`src/hdl/rxf_pkg.sv`:
```
// Constants, register map and state type for the receive frame filter.
// Assumes one core clock and an AXI4-Lite register port with 12-bit byte addresses.
`default_nettype none
package rxf_pkg;
	// ****************************************
	// Bus shape
	// ****************************************
	localparam int ADDR_W = 12;
	localparam int DATA_W = 32;
	localparam logic [1:0] RESP_OKAY = 2'h0;
	localparam logic [1:0] RESP_SLVERR = 2'h2;

	// ****************************************
	// Register indices (byte address is four times the index)
	// ****************************************
	localparam logic [9:0] IDX_FILTER_CTRL_ZERO = 10'h000;
	localparam logic [9:0] IDX_FRAME_TYPE_ACCEPT = 10'h001;
	localparam logic [9:0] IDX_SOURCE_MATCH = 10'h002;
	localparam logic [9:0] IDX_SHORT_EN_LOW = 10'h004;
	localparam logic [9:0] IDX_SHORT_EN_MID = 10'h005;
	localparam logic [9:0] IDX_SHORT_EN_HIGH = 10'h006;
	localparam logic [9:0] IDX_SHORT_PEND_LOW = 10'h00C;
	localparam logic [9:0] IDX_SHORT_PEND_MID = 10'h00D;
	localparam logic [9:0] IDX_SHORT_PEND_HIGH = 10'h00E;
	localparam logic [9:0] IDX_TABLE_BASE = 10'h040;

	// ****************************************
	// Reset values
	// ****************************************
	localparam logic [7:0] RST_FILTER_CTRL_ZERO = 8'h0D;
	localparam logic [7:0] RST_FRAME_TYPE_ACCEPT = 8'h78;
	localparam logic [7:0] RST_SOURCE_MATCH = 8'h07;
	localparam logic [7:0] RST_ENABLE_BYTE = 8'h00;

	// ****************************************
	// Field positions
	// ****************************************
	localparam int BIT_FILTER_EN = 0;
	localparam int BIT_ACCEPT_RESERVED = 7;
	localparam int BIT_ACCEPT_COMMAND = 6;
	localparam int BIT_ACCEPT_ACK = 5;
	localparam int BIT_ACCEPT_PAYLOAD = 4;
	localparam int BIT_ACCEPT_BEACON = 3;
	localparam int BIT_OVERRIDE_HI = 2;
	localparam int BIT_OVERRIDE_LO = 1;
	localparam int BIT_PEND_NEEDS_DREQ = 2;
	localparam int BIT_AUTO_PEND = 1;
	localparam int BIT_SOURCE_MATCH_ENABLE = 0;

	// ****************************************
	// Frame type codes and override modes
	// ****************************************
	localparam logic [2:0] FT_BEACON = 3'h0;
	localparam logic [2:0] FT_PAYLOAD = 3'h1;
	localparam logic [2:0] FT_ACK = 3'h2;
	localparam logic [2:0] FT_COMMAND = 3'h3;
	localparam logic [1:0] OVR_KEEP = 2'h0;
	localparam logic [1:0] OVR_INVERT = 2'h1;
	localparam logic [1:0] OVR_CLEAR = 2'h2;
	localparam logic [1:0] OVR_SET = 2'h3;

	// ****************************************
	// Short address table
	// ****************************************
	localparam int TABLE_ENTRIES = 24;
	localparam int TABLE_IDX_W = 5;
	localparam int SHORT_ADDR_W = 16;
	localparam logic [4:0] TABLE_LAST = 5'h17;

	typedef enum logic [1:0] {
		RXF_IDLE = 2'b00,
		RXF_SCAN = 2'b01,
		RXF_FINISH = 2'b10
	} rxf_state_t;
endpackage
`default_nettype wire

```
`src/hdl/rxf_frame_filter.sv`:
```
// Receive frame type filter and acknowledge pending decision, with AXI4-Lite registers.
// Assumes the receive path drives frame fields in the core_clk domain, one frame at a time.
`default_nettype none
// How it works
// - Reserved types 100 to 111 pass only when accept_reserved_types is set.
// - Command frames 011 pass only when accept_command_frames is set.
// - Acknowledge frames 010 pass only when accept_ack_frames is set.
// - Data frames 001 pass only when accept_payload_frames is set.
// - Beacon frames 000 pass only when accept_beacon_frames is set.
// - Override field keeps, inverts, clears or sets the type MSB before filtering.
// - Altered type feeds the decision only; stored type keeps original bits.
// - Pending set only if all enables, request condition and table hit hold.
// - With pending_needs_data_request set, frame must be a data request command.
// - Source matching is off whenever frame filtering is off.
// - Type control resets to 0x78, source match control to 0x07.
// - With filtering off, every frame passes and no control bit matters.
module rxf_frame_filter
	import rxf_pkg::*;
(
	input wire logic core_clk,
	input wire logic nrst,
	input wire logic [ADDR_W-1:0] awaddr,
	input wire logic awvalid,
	output logic awready,
	input wire logic [DATA_W-1:0] wdata,
	input wire logic [3:0] wstrb,
	input wire logic wvalid,
	output logic wready,
	output logic [1:0] bresp,
	output logic bvalid,
	input wire logic bready,
	input wire logic [ADDR_W-1:0] araddr,
	input wire logic arvalid,
	output logic arready,
	output logic [DATA_W-1:0] rdata,
	output logic [1:0] rresp,
	output logic rvalid,
	input wire logic rready,
	input wire logic frameValid,
	input wire logic [15:0] frameControl,
	input wire logic [SHORT_ADDR_W-1:0] frameSrcAddr,
	input wire logic frameIsDataRequest,
	output logic filterBusy,
	output logic resultValid,
	output logic frameAccept,
	output logic ackPending,
	output logic [2:0] storedType
);
	// ****************************************
	// Reset release
	// ****************************************
	logic rstSync1_r, rstN_r;
	always_ff @(posedge core_clk or negedge nrst) begin
		if (!nrst) begin
			rstSync1_r <= 1'b0;
			rstN_r <= 1'b0;
		end else begin
			rstSync1_r <= 1'b1;
			rstN_r <= rstSync1_r;
		end
	end

	// ****************************************
	// Helpers
	// ****************************************
	function automatic logic isTable(input logic [9:0] idx);
		return (idx >= IDX_TABLE_BASE) && (idx < IDX_TABLE_BASE + 10'(TABLE_ENTRIES));
	endfunction

	function automatic logic isMapped(input logic [9:0] idx);
		return isTable(idx) || idx == IDX_FILTER_CTRL_ZERO || idx == IDX_FRAME_TYPE_ACCEPT
			|| idx == IDX_SOURCE_MATCH || idx == IDX_SHORT_EN_LOW || idx == IDX_SHORT_EN_MID
			|| idx == IDX_SHORT_EN_HIGH || idx == IDX_SHORT_PEND_LOW
			|| idx == IDX_SHORT_PEND_MID || idx == IDX_SHORT_PEND_HIGH;
	endfunction

	// ****************************************
	// Write channel
	// ****************************************
	logic awHeld_r, wHeld_r;
	logic [9:0] awIdx_r;
	logic [DATA_W-1:0] wData_r;
	logic [3:0] wStrb_r;
	logic doWrite;
	assign doWrite = awHeld_r && wHeld_r && !bvalid;

	always_ff @(posedge core_clk or negedge rstN_r) begin
		if (!rstN_r) begin
			awHeld_r <= 1'b0;
			awready <= 1'b0;
			awIdx_r <= 10'h000;
		end else if (awvalid && awready) begin
			awHeld_r <= 1'b1;
			awready <= 1'b0;
			awIdx_r <= awaddr[ADDR_W-1:2];
		end else if (doWrite) begin
			awHeld_r <= 1'b0;
		end else if (!awHeld_r && !bvalid) begin
			awready <= 1'b1;
		end
	end

	always_ff @(posedge core_clk or negedge rstN_r) begin
		if (!rstN_r) begin
			wHeld_r <= 1'b0;
			wready <= 1'b0;
			wData_r <= 32'h00000000;
			wStrb_r <= 4'h0;
		end else if (wvalid && wready) begin
			wHeld_r <= 1'b1;
			wready <= 1'b0;
			wData_r <= wdata;
			wStrb_r <= wstrb;
		end else if (doWrite) begin
			wHeld_r <= 1'b0;
		end else if (!wHeld_r && !bvalid) begin
			wready <= 1'b1;
		end
	end

	always_ff @(posedge core_clk or negedge rstN_r) begin
		if (!rstN_r) begin
			bvalid <= 1'b0;
			bresp <= RESP_OKAY;
		end else if (doWrite) begin
			bvalid <= 1'b1;
			bresp <= isMapped(awIdx_r) ? RESP_OKAY : RESP_SLVERR;
		end else if (bvalid && bready) begin
			bvalid <= 1'b0;
		end
	end

	// ****************************************
	// Control registers
	// ****************************************
	logic [7:0] filterCtrlZero_r, typeAccept_r, source_match_ctrl_r;
	logic [TABLE_ENTRIES-1:0] shortEnable_r, shortPending_r;
	logic byteWrite;
	assign byteWrite = doWrite && wStrb_r[0];

	// Reserved bits are stored as written; software keeps them zero
	always_ff @(posedge core_clk or negedge rstN_r) begin
		if (!rstN_r) begin
			filterCtrlZero_r <= RST_FILTER_CTRL_ZERO;
			typeAccept_r <= RST_FRAME_TYPE_ACCEPT;
			source_match_ctrl_r <= RST_SOURCE_MATCH;
		end else if (byteWrite) begin
			if (awIdx_r == IDX_FILTER_CTRL_ZERO) begin
				filterCtrlZero_r <= wData_r[7:0];
			end
			if (awIdx_r == IDX_FRAME_TYPE_ACCEPT) begin
				typeAccept_r <= wData_r[7:0];
			end
			if (awIdx_r == IDX_SOURCE_MATCH) begin
				source_match_ctrl_r <= wData_r[7:0];
			end
		end
	end

	always_ff @(posedge core_clk or negedge rstN_r) begin
		if (!rstN_r) begin
			shortEnable_r <= {3{RST_ENABLE_BYTE}};
			shortPending_r <= {3{RST_ENABLE_BYTE}};
		end else if (byteWrite) begin
			unique case (awIdx_r)
				IDX_SHORT_EN_LOW: shortEnable_r[7:0] <= wData_r[7:0];
				IDX_SHORT_EN_MID: shortEnable_r[15:8] <= wData_r[7:0];
				IDX_SHORT_EN_HIGH: shortEnable_r[23:16] <= wData_r[7:0];
				IDX_SHORT_PEND_LOW: shortPending_r[7:0] <= wData_r[7:0];
				IDX_SHORT_PEND_MID: shortPending_r[15:8] <= wData_r[7:0];
				IDX_SHORT_PEND_HIGH: shortPending_r[23:16] <= wData_r[7:0];
				default: ;
			endcase
		end
	end

	// Table words take the low 16 bits; both low byte lanes must be enabled
	logic tblWrEn;
	logic [9:0] tblOffset;
	assign tblOffset = awIdx_r - IDX_TABLE_BASE;
	assign tblWrEn = doWrite && isTable(awIdx_r) && (wStrb_r[1:0] == 2'h3);

	// ****************************************
	// Read channel
	// ****************************************
	function automatic logic [7:0] readByte(input logic [9:0] idx);
		logic [7:0] val;
		val = 8'h00;
		unique case (idx)
			IDX_FILTER_CTRL_ZERO: val = filterCtrlZero_r;
			IDX_FRAME_TYPE_ACCEPT: val = typeAccept_r;
			IDX_SOURCE_MATCH: val = source_match_ctrl_r;
			IDX_SHORT_EN_LOW: val = shortEnable_r[7:0];
			IDX_SHORT_EN_MID: val = shortEnable_r[15:8];
			IDX_SHORT_EN_HIGH: val = shortEnable_r[23:16];
			IDX_SHORT_PEND_LOW: val = shortPending_r[7:0];
			IDX_SHORT_PEND_MID: val = shortPending_r[15:8];
			IDX_SHORT_PEND_HIGH: val = shortPending_r[23:16];
			default: val = 8'h00;
		endcase
		return val;
	endfunction

	logic [9:0] arIdx;
	assign arIdx = araddr[ADDR_W-1:2];

	// Table words read as zero: the read port belongs to the scanner
	always_ff @(posedge core_clk or negedge rstN_r) begin
		if (!rstN_r) begin
			arready <= 1'b0;
			rvalid <= 1'b0;
			rdata <= 32'h00000000;
			rresp <= RESP_OKAY;
		end else if (arvalid && arready) begin
			arready <= 1'b0;
			rvalid <= 1'b1;
			rdata <= {24'h000000, readByte(arIdx)};
			rresp <= isMapped(arIdx) ? RESP_OKAY : RESP_SLVERR;
		end else if (rvalid && rready) begin
			rvalid <= 1'b0;
		end else if (!rvalid) begin
			arready <= 1'b1;
		end
	end

	// ****************************************
	// Type decision
	// ****************************************
	logic filterOn;
	logic [1:0] override;
	assign filterOn = filterCtrlZero_r[BIT_FILTER_EN];
	assign override = typeAccept_r[BIT_OVERRIDE_HI:BIT_OVERRIDE_LO];

	function automatic logic [2:0] alterType(input logic [2:0] ft, input logic [1:0] mode);
		logic [2:0] res;
		res = ft;
		unique case (mode)
			OVR_KEEP: res = ft;
			OVR_INVERT: res = {~ft[2], ft[1:0]};
			OVR_CLEAR: res = {1'b0, ft[1:0]};
			OVR_SET: res = {1'b1, ft[1:0]};
		endcase
		return res;
	endfunction

	logic [2:0] rawType_r, effType;
	logic typePass;
	assign effType = alterType(rawType_r, override);
	always_comb begin
		if (effType[2]) begin
			typePass = typeAccept_r[BIT_ACCEPT_RESERVED];
		end else begin
			unique case (effType)
				FT_COMMAND: typePass = typeAccept_r[BIT_ACCEPT_COMMAND];
				FT_ACK: typePass = typeAccept_r[BIT_ACCEPT_ACK];
				FT_PAYLOAD: typePass = typeAccept_r[BIT_ACCEPT_PAYLOAD];
				default: typePass = typeAccept_r[BIT_ACCEPT_BEACON];
			endcase
		end
	end

	// ****************************************
	// Source scan
	// ****************************************
	rxf_state_t state_r;
	logic [TABLE_IDX_W-1:0] scanIdx_r, cmpIdx_r;
	logic cmpValid_r, hit_r, cmpHit, dataReq_r;
	logic [SHORT_ADDR_W-1:0] srcAddr_r, tblData;
	logic matchOn, pendNow;

	rxf_short_table u_table (
		.core_clk(core_clk),
		.wrEn(tblWrEn),
		.wrAddr(tblOffset[TABLE_IDX_W-1:0]),
		.wrData(wData_r[SHORT_ADDR_W-1:0]),
		.rdAddr(scanIdx_r),
		.rdData(tblData)
	);

	// Enables are sampled live, so clearing one mid-scan takes effect at once
	assign cmpHit = cmpValid_r && shortEnable_r[cmpIdx_r] && shortPending_r[cmpIdx_r]
		&& (tblData == srcAddr_r);
	assign matchOn = filterOn && source_match_ctrl_r[BIT_SOURCE_MATCH_ENABLE];
	assign pendNow = matchOn && source_match_ctrl_r[BIT_AUTO_PEND]
		&& (!source_match_ctrl_r[BIT_PEND_NEEDS_DREQ] || dataReq_r)
		&& (hit_r || cmpHit);

	always_ff @(posedge core_clk or negedge rstN_r) begin
		if (!rstN_r) begin
			state_r <= RXF_IDLE;
			scanIdx_r <= 5'h00;
		end else begin
			unique case (state_r)
				RXF_IDLE: if (frameValid) begin
					state_r <= RXF_SCAN;
					scanIdx_r <= 5'h00;
				end
				RXF_SCAN: if (scanIdx_r == TABLE_LAST) begin
					state_r <= RXF_FINISH;
				end else begin
					scanIdx_r <= scanIdx_r + 5'h01;
				end
				RXF_FINISH: state_r <= RXF_IDLE;
				default: state_r <= RXF_IDLE;
			endcase
		end
	end

	always_ff @(posedge core_clk or negedge rstN_r) begin
		if (!rstN_r) begin
			rawType_r <= 3'h0;
			srcAddr_r <= 16'h0000;
			dataReq_r <= 1'b0;
		end else if (state_r == RXF_IDLE && frameValid) begin
			rawType_r <= frameControl[2:0];
			srcAddr_r <= frameSrcAddr;
			dataReq_r <= frameIsDataRequest;
		end
	end

	always_ff @(posedge core_clk or negedge rstN_r) begin
		if (!rstN_r) begin
			cmpValid_r <= 1'b0;
			cmpIdx_r <= 5'h00;
			hit_r <= 1'b0;
		end else begin
			cmpValid_r <= (state_r == RXF_SCAN);
			cmpIdx_r <= scanIdx_r;
			if (state_r == RXF_IDLE) begin
				hit_r <= 1'b0;
			end else if (cmpHit) begin
				hit_r <= 1'b1;
			end
		end
	end

	// ****************************************
	// Results
	// ****************************************
	always_ff @(posedge core_clk or negedge rstN_r) begin
		if (!rstN_r) begin
			resultValid <= 1'b0;
			frameAccept <= 1'b0;
			ackPending <= 1'b0;
			storedType <= 3'h0;
			filterBusy <= 1'b0;
		end else begin
			resultValid <= (state_r == RXF_FINISH);
			filterBusy <= (state_r == RXF_IDLE) ? frameValid : (state_r != RXF_FINISH);
			if (state_r == RXF_FINISH) begin
				frameAccept <= !filterOn || typePass;
				ackPending <= pendNow;
				storedType <= rawType_r;
			end
		end
	end
endmodule
`default_nettype wire

```
`src/hdl/rxf_short_table.sv`:
```
// Short source address table: 24 words of 16 bits, one write and one read port.
// Assumes writes and reads on the same clock; read data appear one edge after the address.
`default_nettype none
module rxf_short_table
	import rxf_pkg::*;
(
	input wire logic core_clk,
	input wire logic wrEn,
	input wire logic [TABLE_IDX_W-1:0] wrAddr,
	input wire logic [SHORT_ADDR_W-1:0] wrData,
	input wire logic [TABLE_IDX_W-1:0] rdAddr,
	output logic [SHORT_ADDR_W-1:0] rdData
);
	logic [SHORT_ADDR_W-1:0] mem [TABLE_ENTRIES];

	// No reset on the array: contents are software state
	always_ff @(posedge core_clk) begin
		if (wrEn) begin
			mem[wrAddr] <= wrData;
		end
	end

	always_ff @(posedge core_clk) begin
		rdData <= mem[rdAddr];
	end
endmodule
`default_nettype wire

```
`config.mk`:
```
export PLATFORM = sky130hd
export DESIGN_NAME = rxf_frame_filter
export DESIGN_NICKNAME = d
export VERILOG_FILES = /design/src/hdl/rxf_pkg.sv /design/src/hdl/rxf_frame_filter.sv /design/src/hdl/rxf_short_table.sv
export SDC_FILE = /design/constraint.sdc
export NUM_CORES = 1
export LEC_CHECK = 0
export ABC_AREA = 1
export BUFFER_PORTS_ARGS = -buffer_cell sky130_fd_sc_hd__buf_2
export CELL_PAD_IN_SITES_DETAIL_PLACEMENT = 0
export CELL_PAD_IN_SITES_GLOBAL_PLACEMENT = 1
export CORE_MARGIN = 10
export CORE_UTILIZATION = 45
export DETAILED_ROUTE_END_ITERATION = 8
export PLACE_DENSITY_LB_ADDON = 0.1
export SETUP_SLACK_MARGIN = 0.1
export SKIP_LAST_GASP = 1
export SYNTH_ARGS = -nofsm -noshare
export SYNTH_HDL_FRONTEND = slang
export SYNTH_HIERARCHICAL = 1
export SYNTH_SLANG_ARGS = --single-unit
```
`constraint.sdc`:
```
create_clock -name core_clk -period 5.4 [get_ports core_clk]
set_input_delay 0.54 -clock core_clk [delete_from_list [all_inputs] [get_ports core_clk]]
set_output_delay 0.54 -clock core_clk [all_outputs]
set_load 0.1 [all_outputs]
```
==> results of run 1 <==
per-stage QoR:
stage                     total power, mW  hold slack [ns]  worst slack, ns
after floorplan                      9.08            0.244            0.629
after global placement               10.6            0.325             2.31
after detailed placement             10.7            0.328             2.24
after CTS                            14.6           0.0799             2.22
after global routing                 15.3            0.104             1.98
final                                14.5            0.111             2.28
layout by cell type (no fill, tap or decap), types with 5 or more instances in the layout:
| cell | count |
|---|---|
| mux2_2 | 10 |
| dfrtp_1 | 146 |
| nor2_2 | 12 |
| buf_4 | 35 |
| dfstp_2 | 10 |
| clkinv_1 | 18 |
| dfxtp_1 | 16 |
| clkinv_2 | 6 |
| nand4_1 | 10 |
| o21ai_1 | 61 |
| o21ai_2 | 11 |
| a21oi_1 | 23 |
| nand3_1 | 320 |
| edfxtp_1 | 384 |
| nor2_1 | 158 |
| buf_2 | 87 |
| o21ai_0 | 109 |
| clkbuf_16 | 59 |
| nor3_4 | 7 |
| nand3b_1 | 6 |
| o211ai_1 | 33 |
| inv_1 | 261 |
| conb_1 | 27 |
| clkbuf_1 | 17 |
| nand2_1 | 617 |
| bufinv_16 | 5 |
path summary, 6_finish.rpt:
check,endpoint,start,depth (start not counted)
hold reg to reg,rstN_r,rstSync1_r,0
setup reg to reg,u_table/mem[5][6],bvalid,5
min in group asynchronous,rstN_r,nrst,2
hold / removal,bvalid,bready,2
setup / recovery,u_table/mem[5][6],bvalid,5
max in group asynchronous,scanIdx_r[0],rstN_r,1
report_power, final:
group | total [mW] | switching (mW) | internal (mW) | leakage (nW)
Clock | 3.93 | 1.63 | 2.29 | 0.902
Sequential | 6.37 | 0.887 | 5.49 | 5.61
Combinational | 4.19 | 3.06 | 1.13 | 4.83
critical path: stages (launching register included):
cell,delay (ns)
dfrtp_1,0.43
nor3_4,0.28
nand2_1,0.15
nor3b_1,0.52
nand3_1,0.40
nor2_2,0.94
cell families (layout without fill, tap and decap cells):
family	Yosys count	in the layout
AND/OR/NAND/NOR	1154	1154
XOR/XNOR	3	3
flip-flops	560	560
multiplexers	10	10
other	2	27
buffers and inverters	406	505
adder cells (fa/ha/maj)	1	1
AO/OA/AOI/OAI	242	242
registers in the layout, indices dropped and copies added, names as in the netlist, 2 cells and up:
| name | flops |
|---|---|
| awIdx_r | 10 |
| cmpIdx_r | 5 |
| filterCtrlZero_r | 8 |
| rawType_r | 3 |
| rdata | 8 |
| scanIdx_r | 5 |
| shortEnable_r | 24 |
| shortPending_r | 24 |
| source_match_ctrl_r | 8 |
| srcAddr_r | 16 |
| state_r | 2 |
| storedType | 3 |
| typeAccept_r | 8 |
| u_table/mem | 384 |
| u_table/rdData | 16 |
| wData_r | 16 |
| wStrb_r | 2 |
metal layers:
metal	track usage, %	part of all wire, %	up-vias
li1	-	-	8009
met1	27.4	46	8059
met2	30.7	46	406
met3	3.43	5.9	90
met4	5.90	2.3	0
met5	0	0	-
what timing repair did:
action	in CTS	in global routing
hold buffers	1	0
setup endpoints to repair	0	0
hold endpoints to repair	2	0
area by class of cell:
| cell class | count | area [sq um] |
|---|---|---|
| multi-input cells | 1437 | 6620 |
| well taps | 688 | 861 |
| clock inverters | 30 | 264 |
| repair buffers | 126 | 768 |
| flip-flops and latches | 560 | 15900 |
| inverters | 269 | 1020 |
| fillers | 4857 | 26000 |
| clock buffers | 80 | 1600 |
==> flow_summary.toml, run 1 <==
[cts]
clock_path_buffers = 3
cts_buffers = 59
clk_latency_ns = 0.61
cts.sinks = 560
cts.reportedPaths.clkPinSlew_ns = 0.06
cts_resized = 0
htree_levels = 2
tritoncts = "built"
cts-root-buf = "clkbuf_16"
cts_setup_buffers = 0

[detailed_routing]
drcViolationCount = 0
drt_iter0_markers = 1458
dr.pass1.iters = 5
routed_wl_um = 62900
ant_nets = 0
vias_per_cell = 5.19
vias = 16564
wl_per_cell_um = 19.7

[timing]
finClkSkew_ns = 0.0108
slew_headroom_pct = 22.5
hold_viol_final = 0
setup_viol = 0
fin_setup_tns_ns = 0
period_share_pct = 57.9
max_slew.worst_pin.slew_ns = 1.16
rsz0062_at_grt = "no"
drv_slew = 0
timing.final.crit_period_ns = 3.12
max_freq_mhz = 320

[synth]
ys_ff_latch = 560
synth.area.top_cells = "edfxtp_1, dfrtp_1, nand2_1"
synth_top_family_by_area = "simple AND/OR/NAND/NOR gates"
yosys.area.top_type = "edfxtp_1"
synth_flop_cell = "edfxtp_1"
avgSynthCellArea_sq_um = 10.2
async_flop_share_pct = 28.6
synthMostInstantiatedCell = "nand2_1"
synth_commonest_cells = "nand2_1, edfxtp_1, nand3_1"
synth-compound-area-share_pct = 5.56
synth_top_area_share_pct = 47.6
synth_edf_count = 384
ys_warn_count = 6
synth_seq_area_share_pct = 65.5
netlist_area_sq_um = 24200
muxShareOfSynthArea_pct = 0.465
synth_cell_types = 47
synth_cells = 2378
synth-adder-area-share_pct = 0.0516
synth_xor_area_share_pct = 0.108
yosys.area_share.simple_pct = 20.6

[setup_path]
r2r_slack_ns = 2.28
path_class = "reg2reg"
cp_data_arrival_time_ns = 3.35
worstSetupStartpointType = "flip-flop"
cp_max_fo = 16
critical_path_required_ns = 5.62
worstSetupEndpointType = "flip-flop"

[place]
hpwl_um = 36800
gp_congestion = 0.787
dp.cells = 3079
io_buffers = 87
placed_area_sq_um = 25100

[grt]
grt_pass1_vias = 15799
grt_max_degree = 159
grt_pass1_wl_um = 95200
grt-ovfl-total = 0
track_usage_pct = 19.6
antenna_found_initial = 0

[floorplan]
core_sq_um = 53000
rows = 84
io_pins = 149
fp.dieW_um = 252
die_h_um = 252
die-area_sq_um = 63500
start_util_pct = 45.7

[run]
cap_viol_max_count = 0

[layout]
nets = 2555
num_antenna_cells = 0
stdcell_area_sq_um = 27000
area_growth_pct = 11.5
drive_gt1_share_pct = 11.0
utilization_pct = 51.0
final_cell_count_no_fill = 3190

[status]
status = "completed"

[power]
vdd_drop_max_mv = 0.419
powerDensity_nw_per_um2 = 536
leakage_nw = 11.3

[hold_path]
holdCritPathClass = "in2reg"
No activity file was read; power rests on OpenSTA's default activity.
==> run 2, diff against run 1 <==
clock period = 3.3 ns   (was 5.4 ns; I/O delays follow)
==> run 2 against run 1 <==
- critical path depth increased by 1
- global-route usage increased by 0.21 points
- sequential power increased by 59%
- clock power increased by 65%
- largest power group unchanged
- combinational power increased by 76%
- critical path type unchanged
- worst hold slack got worse by 0.075 ns
- maximum frequency increased by 20%
- critical endpoint is now u_table/mem[17][9]
- cell count increased by 2.2%
- worst setup slack got worse by 1.6 ns
- highest routed layer unchanged
==> flow_summary.toml, run 2 (same netlist as run 1, synthesis figures left out) <==
[hold_path]
holdCritPathClass = "in2async"

[setup_path]
timing.rr.start = "bvalid"
cp_slowest_cell = "nor3b_1"
worstSetupStartpointType = "flip-flop"
crit_buf_inv = 1
cp-startpoint = "bvalid"
r2r_slack_ns = 0.69
cp_data_arrival_time_ns = 2.88
path_cells = "nor3_4 -> nand2_1 -> nor3b_1 -> nand3_1 -> nor2_1 -> buf_4"
worstSetupEndpointType = "flip-flop"
path_class = "reg2reg"
critPathTopFamily = "simple AND/OR/NAND/NOR gates"
critical_path_required_ns = 3.58
max_stage_delay_ns = 0.48
r2r_end = "u_table/mem[17][9]"
cp_max_fo = 16
reg2regPathDepth = 6

[detailed_routing]
routed_wl_um = 62400
vias = 16616
drcViolationCount = 0
drt_iter0_markers = 1350
ant_nets = 0
dr.pass1.iters = 5
wl_per_cell_um = 19.2
vias_per_cell = 5.10

[cts]
cts.sinks = 560
cts_resized = 0
cts_buffers = 57
cts-root-buf = "clkbuf_16"
tritoncts = "built"
cts.reportedPaths.clkPinSlew_ns = 0.06
clock_path_buffers = 3
clk_latency_ns = 0.61
htree_levels = 2

[floorplan]
start_util_pct = 45.7
die_h_um = 252
io_pins = 149
core_sq_um = 53000
fp.dieW_um = 252
die-area_sq_um = 63500
rows = 84

[timing]
timing.final.crit_period_ns = 2.61
setup_viol = 0
max_slew.worst_pin.slew_ns = 1.06
hold_viol_final = 0
fin_setup_tns_ns = 0
max_freq_mhz = 384
period_share_pct = 79.0
drv_slew = 0
rsz0062_at_grt = "no"
slew_headroom_pct = 29.1
finClkSkew_ns = 0.0136

[layout]
multiInputGateArea_sq_um = 6620
nets = 2621
layout_commonest_cell = "nand2_1"
final_cell_mix = "nand2_1, edfxtp_1, nand3_1"
largest_reg_flops = 384
drive_gt1_share_pct = 12.0
largest-register = "u_table/mem"
nFillCells = 4755
area_growth_pct = 14.7
top_regs = "u_table/mem (384), shortEnable_r (24), shortPending_r (24)"
regArea_sq_um = 15900

[status]
status = "completed"

[grt]
track_usage_pct = 19.8
grt-ovfl-total = 0
grt_pass1_vias = 16310
grt_max_degree = 83
antenna_found_initial = 1
grt_pass1_wl_um = 96600

[place]
hpwl_um = 37400
gp_congestion = 0.813
io_buffers = 87

[power]
vdd_drop_max_mv = 0.953
powerDensity_nw_per_um2 = 863
leakage_nw = 11.7
totalPowerFinal_mw = 24.0

[run]
cap_viol_max_count = 0
run 2: cell types whose count changed in the layout (fill, tap and decap cells not counted), sizes merged:
| cell | delta |
|---|---|
| buf | +18 |
| bufinv | -1 |
| clkbuf | -3 |
| clkinvlp | +2 |
| diode | +3 |
| dlygate4sd3 | +50 |
run 2: how the worst max path moves through the flow:
stage | endpoint | cells past startpoint | slack (ns)
CTS | u_table/mem[17][9] | 6 | 0.69
global placement | u_table/mem[1][8] | 6 | 0.79
global route | u_table/mem[17][9] | 6 | 0.44
detailed placement | u_table/mem[17][3] | 6 | 0.71
finish | u_table/mem[17][9] | 6 | 0.69
floorplan | u_table/mem[15][0] | 5 | 0.35
run 2: per-layer routing:
metal / vias up / GRT usage [%] / routed length, um
met2: 397 / 32.0 / 29400
li1: 8142 / - / -
met1: 7986 / 27.4 / 28200
met4: 0 / 5.59 / 1560
met3: 91 / 2.84 / 3220
met5: - / 0 / 0
run 2: per-stage QoR:
stage          setup WS [ns]  utilization [%]  cells  instance area [sq um]  hold WS, ns
2_1_floorplan          0.348                -   2403                  24300       0.0344
3_3_place_gp           0.786             47.9   3097                  25400        0.115
3_5_place_dp           0.706             47.9   3097                  25400        0.119
4_1_cts                0.688             52.4   3256                  27800      0.00761
5_1_grt                0.441             52.4   3256                  27800       0.0373
6_report               0.694             52.5   3259                  27800       0.0360
run 2: repair_timing:
| item | CTS | global route |
|---|---|---|
| hold buffers | 51 | 0 |
| hold endpoints to repair | 52 | 0 |
| setup buffers | 0 | 0 |
run 2: layout make-up:
| type | instances | share of cell area (%) |
|---|---|---|
| clock inverter | 31 | 0.923 |
| antenna | 3 | 0.0270 |
| sequential | 560 | 57.1 |
| multi-input combinational | 1437 | 23.8 |
| tap | 688 | 3.10 |
| timing repair buffer | 194 | 5.41 |
| inverter | 269 | 3.66 |
| clock buffer | 77 | 5.92 |
run 2: where the power goes:
part | switching, mW | leakage [nW] | internal (mW)
combinational | 5.34 | 5.17 | 2.05
clock | 2.68 | 0.940 | 3.79
sequential | 1.15 | 5.61 | 8.97
==> run 3, diff against run 2 <==
clock period = 2.5 ns   (was 3.3 ns; I/O delays follow)
==> run 3 against run 2 <==
- clock skew increased by 0.0025 ns
- routed wire length is 3.2% higher
- cell count up 1.0%
- total power rose by 35%
- clock-buffer cell count is 5 higher
- maximum frequency grew 16%
- worst setup slack got worse by 0.43 ns
- first-iteration DRC count up 0.37%
- worst hold slack better by 0.035 ns
- core utilization grew 1.3 points
- via count is 1.7% higher
- critical endpoint is now u_table/mem[14][11]
- largest cell class unchanged
- highest routed layer unchanged
==> flow_summary.toml, run 3 (same netlist as run 1, synthesis figures left out) <==
[status]
status = "completed"

[floorplan]
io_pins = 149
die-area_sq_um = 63500
rows = 84
fp.dieW_um = 252
core_sq_um = 53000
start_util_pct = 45.7
die_h_um = 252

[timing]
finClkSkew_ns = 0.0161
slew_headroom_pct = 37.3
max_slew.worst_pin.slew_ns = 0.939
drv_slew = 0
hold_viol_final = 0
setup_viol = 0
period_share_pct = 89.5
timing.final.crit_period_ns = 2.24
timing.final.ws_setup_ns = 0.261
rsz0062_at_grt = "no"
max_freq_mhz = 447
fin_setup_tns_ns = 0

[cts]
clk_latency_ns = 0.62
htree_levels = 2
cts.reportedPaths.clkPinSlew_ns = 0.06
tritoncts = "built"
cts_buffers = 58
clock_path_buffers = 3
cts-root-buf = "clkbuf_16"
cts.sinks = 560

[layout]
regArea_sq_um = 15900
largest-register = "u_table/mem"
drive_gt1_share_pct = 13.7
stdcell_area_sq_um = 28500
top_regs = "u_table/mem (384), shortEnable_r (24), shortPending_r (24)"
area_growth_pct = 17.4
largest_reg_flops = 384
nets = 2660
num_antenna_cells = 0
multiInputGateArea_sq_um = 6770
layout_commonest_cell = "nand2_1"
final_cell_mix = "nand2_1, edfxtp_1, nand3_1"
utilization_pct = 53.7
nFillCells = 4705

[power]
leakage_nw = 12.0
powerDensity_nw_per_um2 = 1140
totalPowerFinal_mw = 32.3
vdd_drop_max_mv = 0.821

[grt]
antenna_found_initial = 0
grt_pass1_wl_um = 98600
grt_max_degree = 74
grt-ovfl-total = 0
track_usage_pct = 20.2
grt_pass1_vias = 16405

[setup_path]
cp_max_fo = 11
timing.rr.start = "wHeld_r"
path_cells = "inv_1 -> nor3_4 -> nand2_2 -> nor3b_4 -> nand2_1 -> nor2_2 -> buf_12"
path_class = "reg2reg"
cp-startpoint = "wHeld_r"
worstSetupEndpointType = "flip-flop"
r2r_slack_ns = 0.26
reg2regPathDepth = 7
cp_slowest_cell = "nand2_1"
critical_path_required_ns = 2.82
worstSetupStartpointType = "flip-flop"
cp_data_arrival_time_ns = 2.55
r2r_end = "u_table/mem[14][11]"
endpoint = "u_table/mem[14][11]"
max_stage_delay_ns = 0.35

[detailed_routing]
wl_per_cell_um = 19.6
dr.pass1.iters = 7
routed_wl_um = 64400
vias = 16903
ant_nets = 0
vias_per_cell = 5.13
drcViolationCount = 0
drt_iter0_markers = 1355

[place]
gp_congestion = 0.812
io_buffers = 87
dp_slack_ns = 0.269
hpwl_um = 40300
placed_area_sq_um = 26000

[run]
cap_viol_max_count = 0

[hold_path]
holdCritPathClass = "in2reg"
hold_depth = 3
## run 3: worst max-delay path: cells and delay by family, from the launching register on
kind | cells | cell delay [ns]
buffers and inverters | 2 | 0.26
flip-flops | 1 | 0.32
AND/OR/NAND/NOR | 5 | 1.36
## run 3: worst min path at each step
stage	start	endpoint	slack [ns]
4_1_cts	awvalid	awHeld_r	0.03
3_5_place_dp	nrst	rstSync1_r	0.04
2_1_floorplan	nrst	rstSync1_r	-0.05
6_report	araddr[8]	rresp[1]	0.07
5_1_grt	araddr[8]	rresp[1]	0.06
3_3_place_gp	nrst	rstSync1_r	0.04
## run 3: through the flow
stage                     cells  hold slack, ns
after global routing       3293          0.0646
after detailed placement   3129          0.0401
after CTS                  3293          0.0251
after global placement     3129          0.0363
final                      3293          0.0715
after floorplan            2403         -0.0456
## run 3: layout make-up
| class | instances | share of cell area, % |
|---|---|---|
| multi-input cells | 1437 | 23.8 |
| clock buffers | 82 | 5.88 |
| well taps | 688 | 3.03 |
| flip-flops and latches | 560 | 55.8 |
| clock inverters | 25 | 0.686 |
| inverters | 269 | 3.58 |
| repair buffers | 232 | 7.22 |
## run 3: power breakdown
part           switching, mW  internal [mW]  total (mW)
registers              0.886           11.8        12.7
logic                   8.12           2.97        11.1
clock network           3.56           4.94        8.50
total                   12.6           19.7        32.3
## run 3: routing by layer
layer / global-route usage, % / vias up / part of all wire [%]
met5: 0 / - / 0
met4: 5.95 / 0 / 2.6
met3: 3.54 / 87 / 5.5
met2: 31.8 / 421 / 46
met1: 28.3 / 8185 / 46
li1: - / 8210 / -
## run 3: repair_timing
action                     CTS  global route
setup buffers                0             0
resized for setup            0             0
hold endpoints to repair    54             0
setup endpoints to repair    0             0
hold buffers                57             0
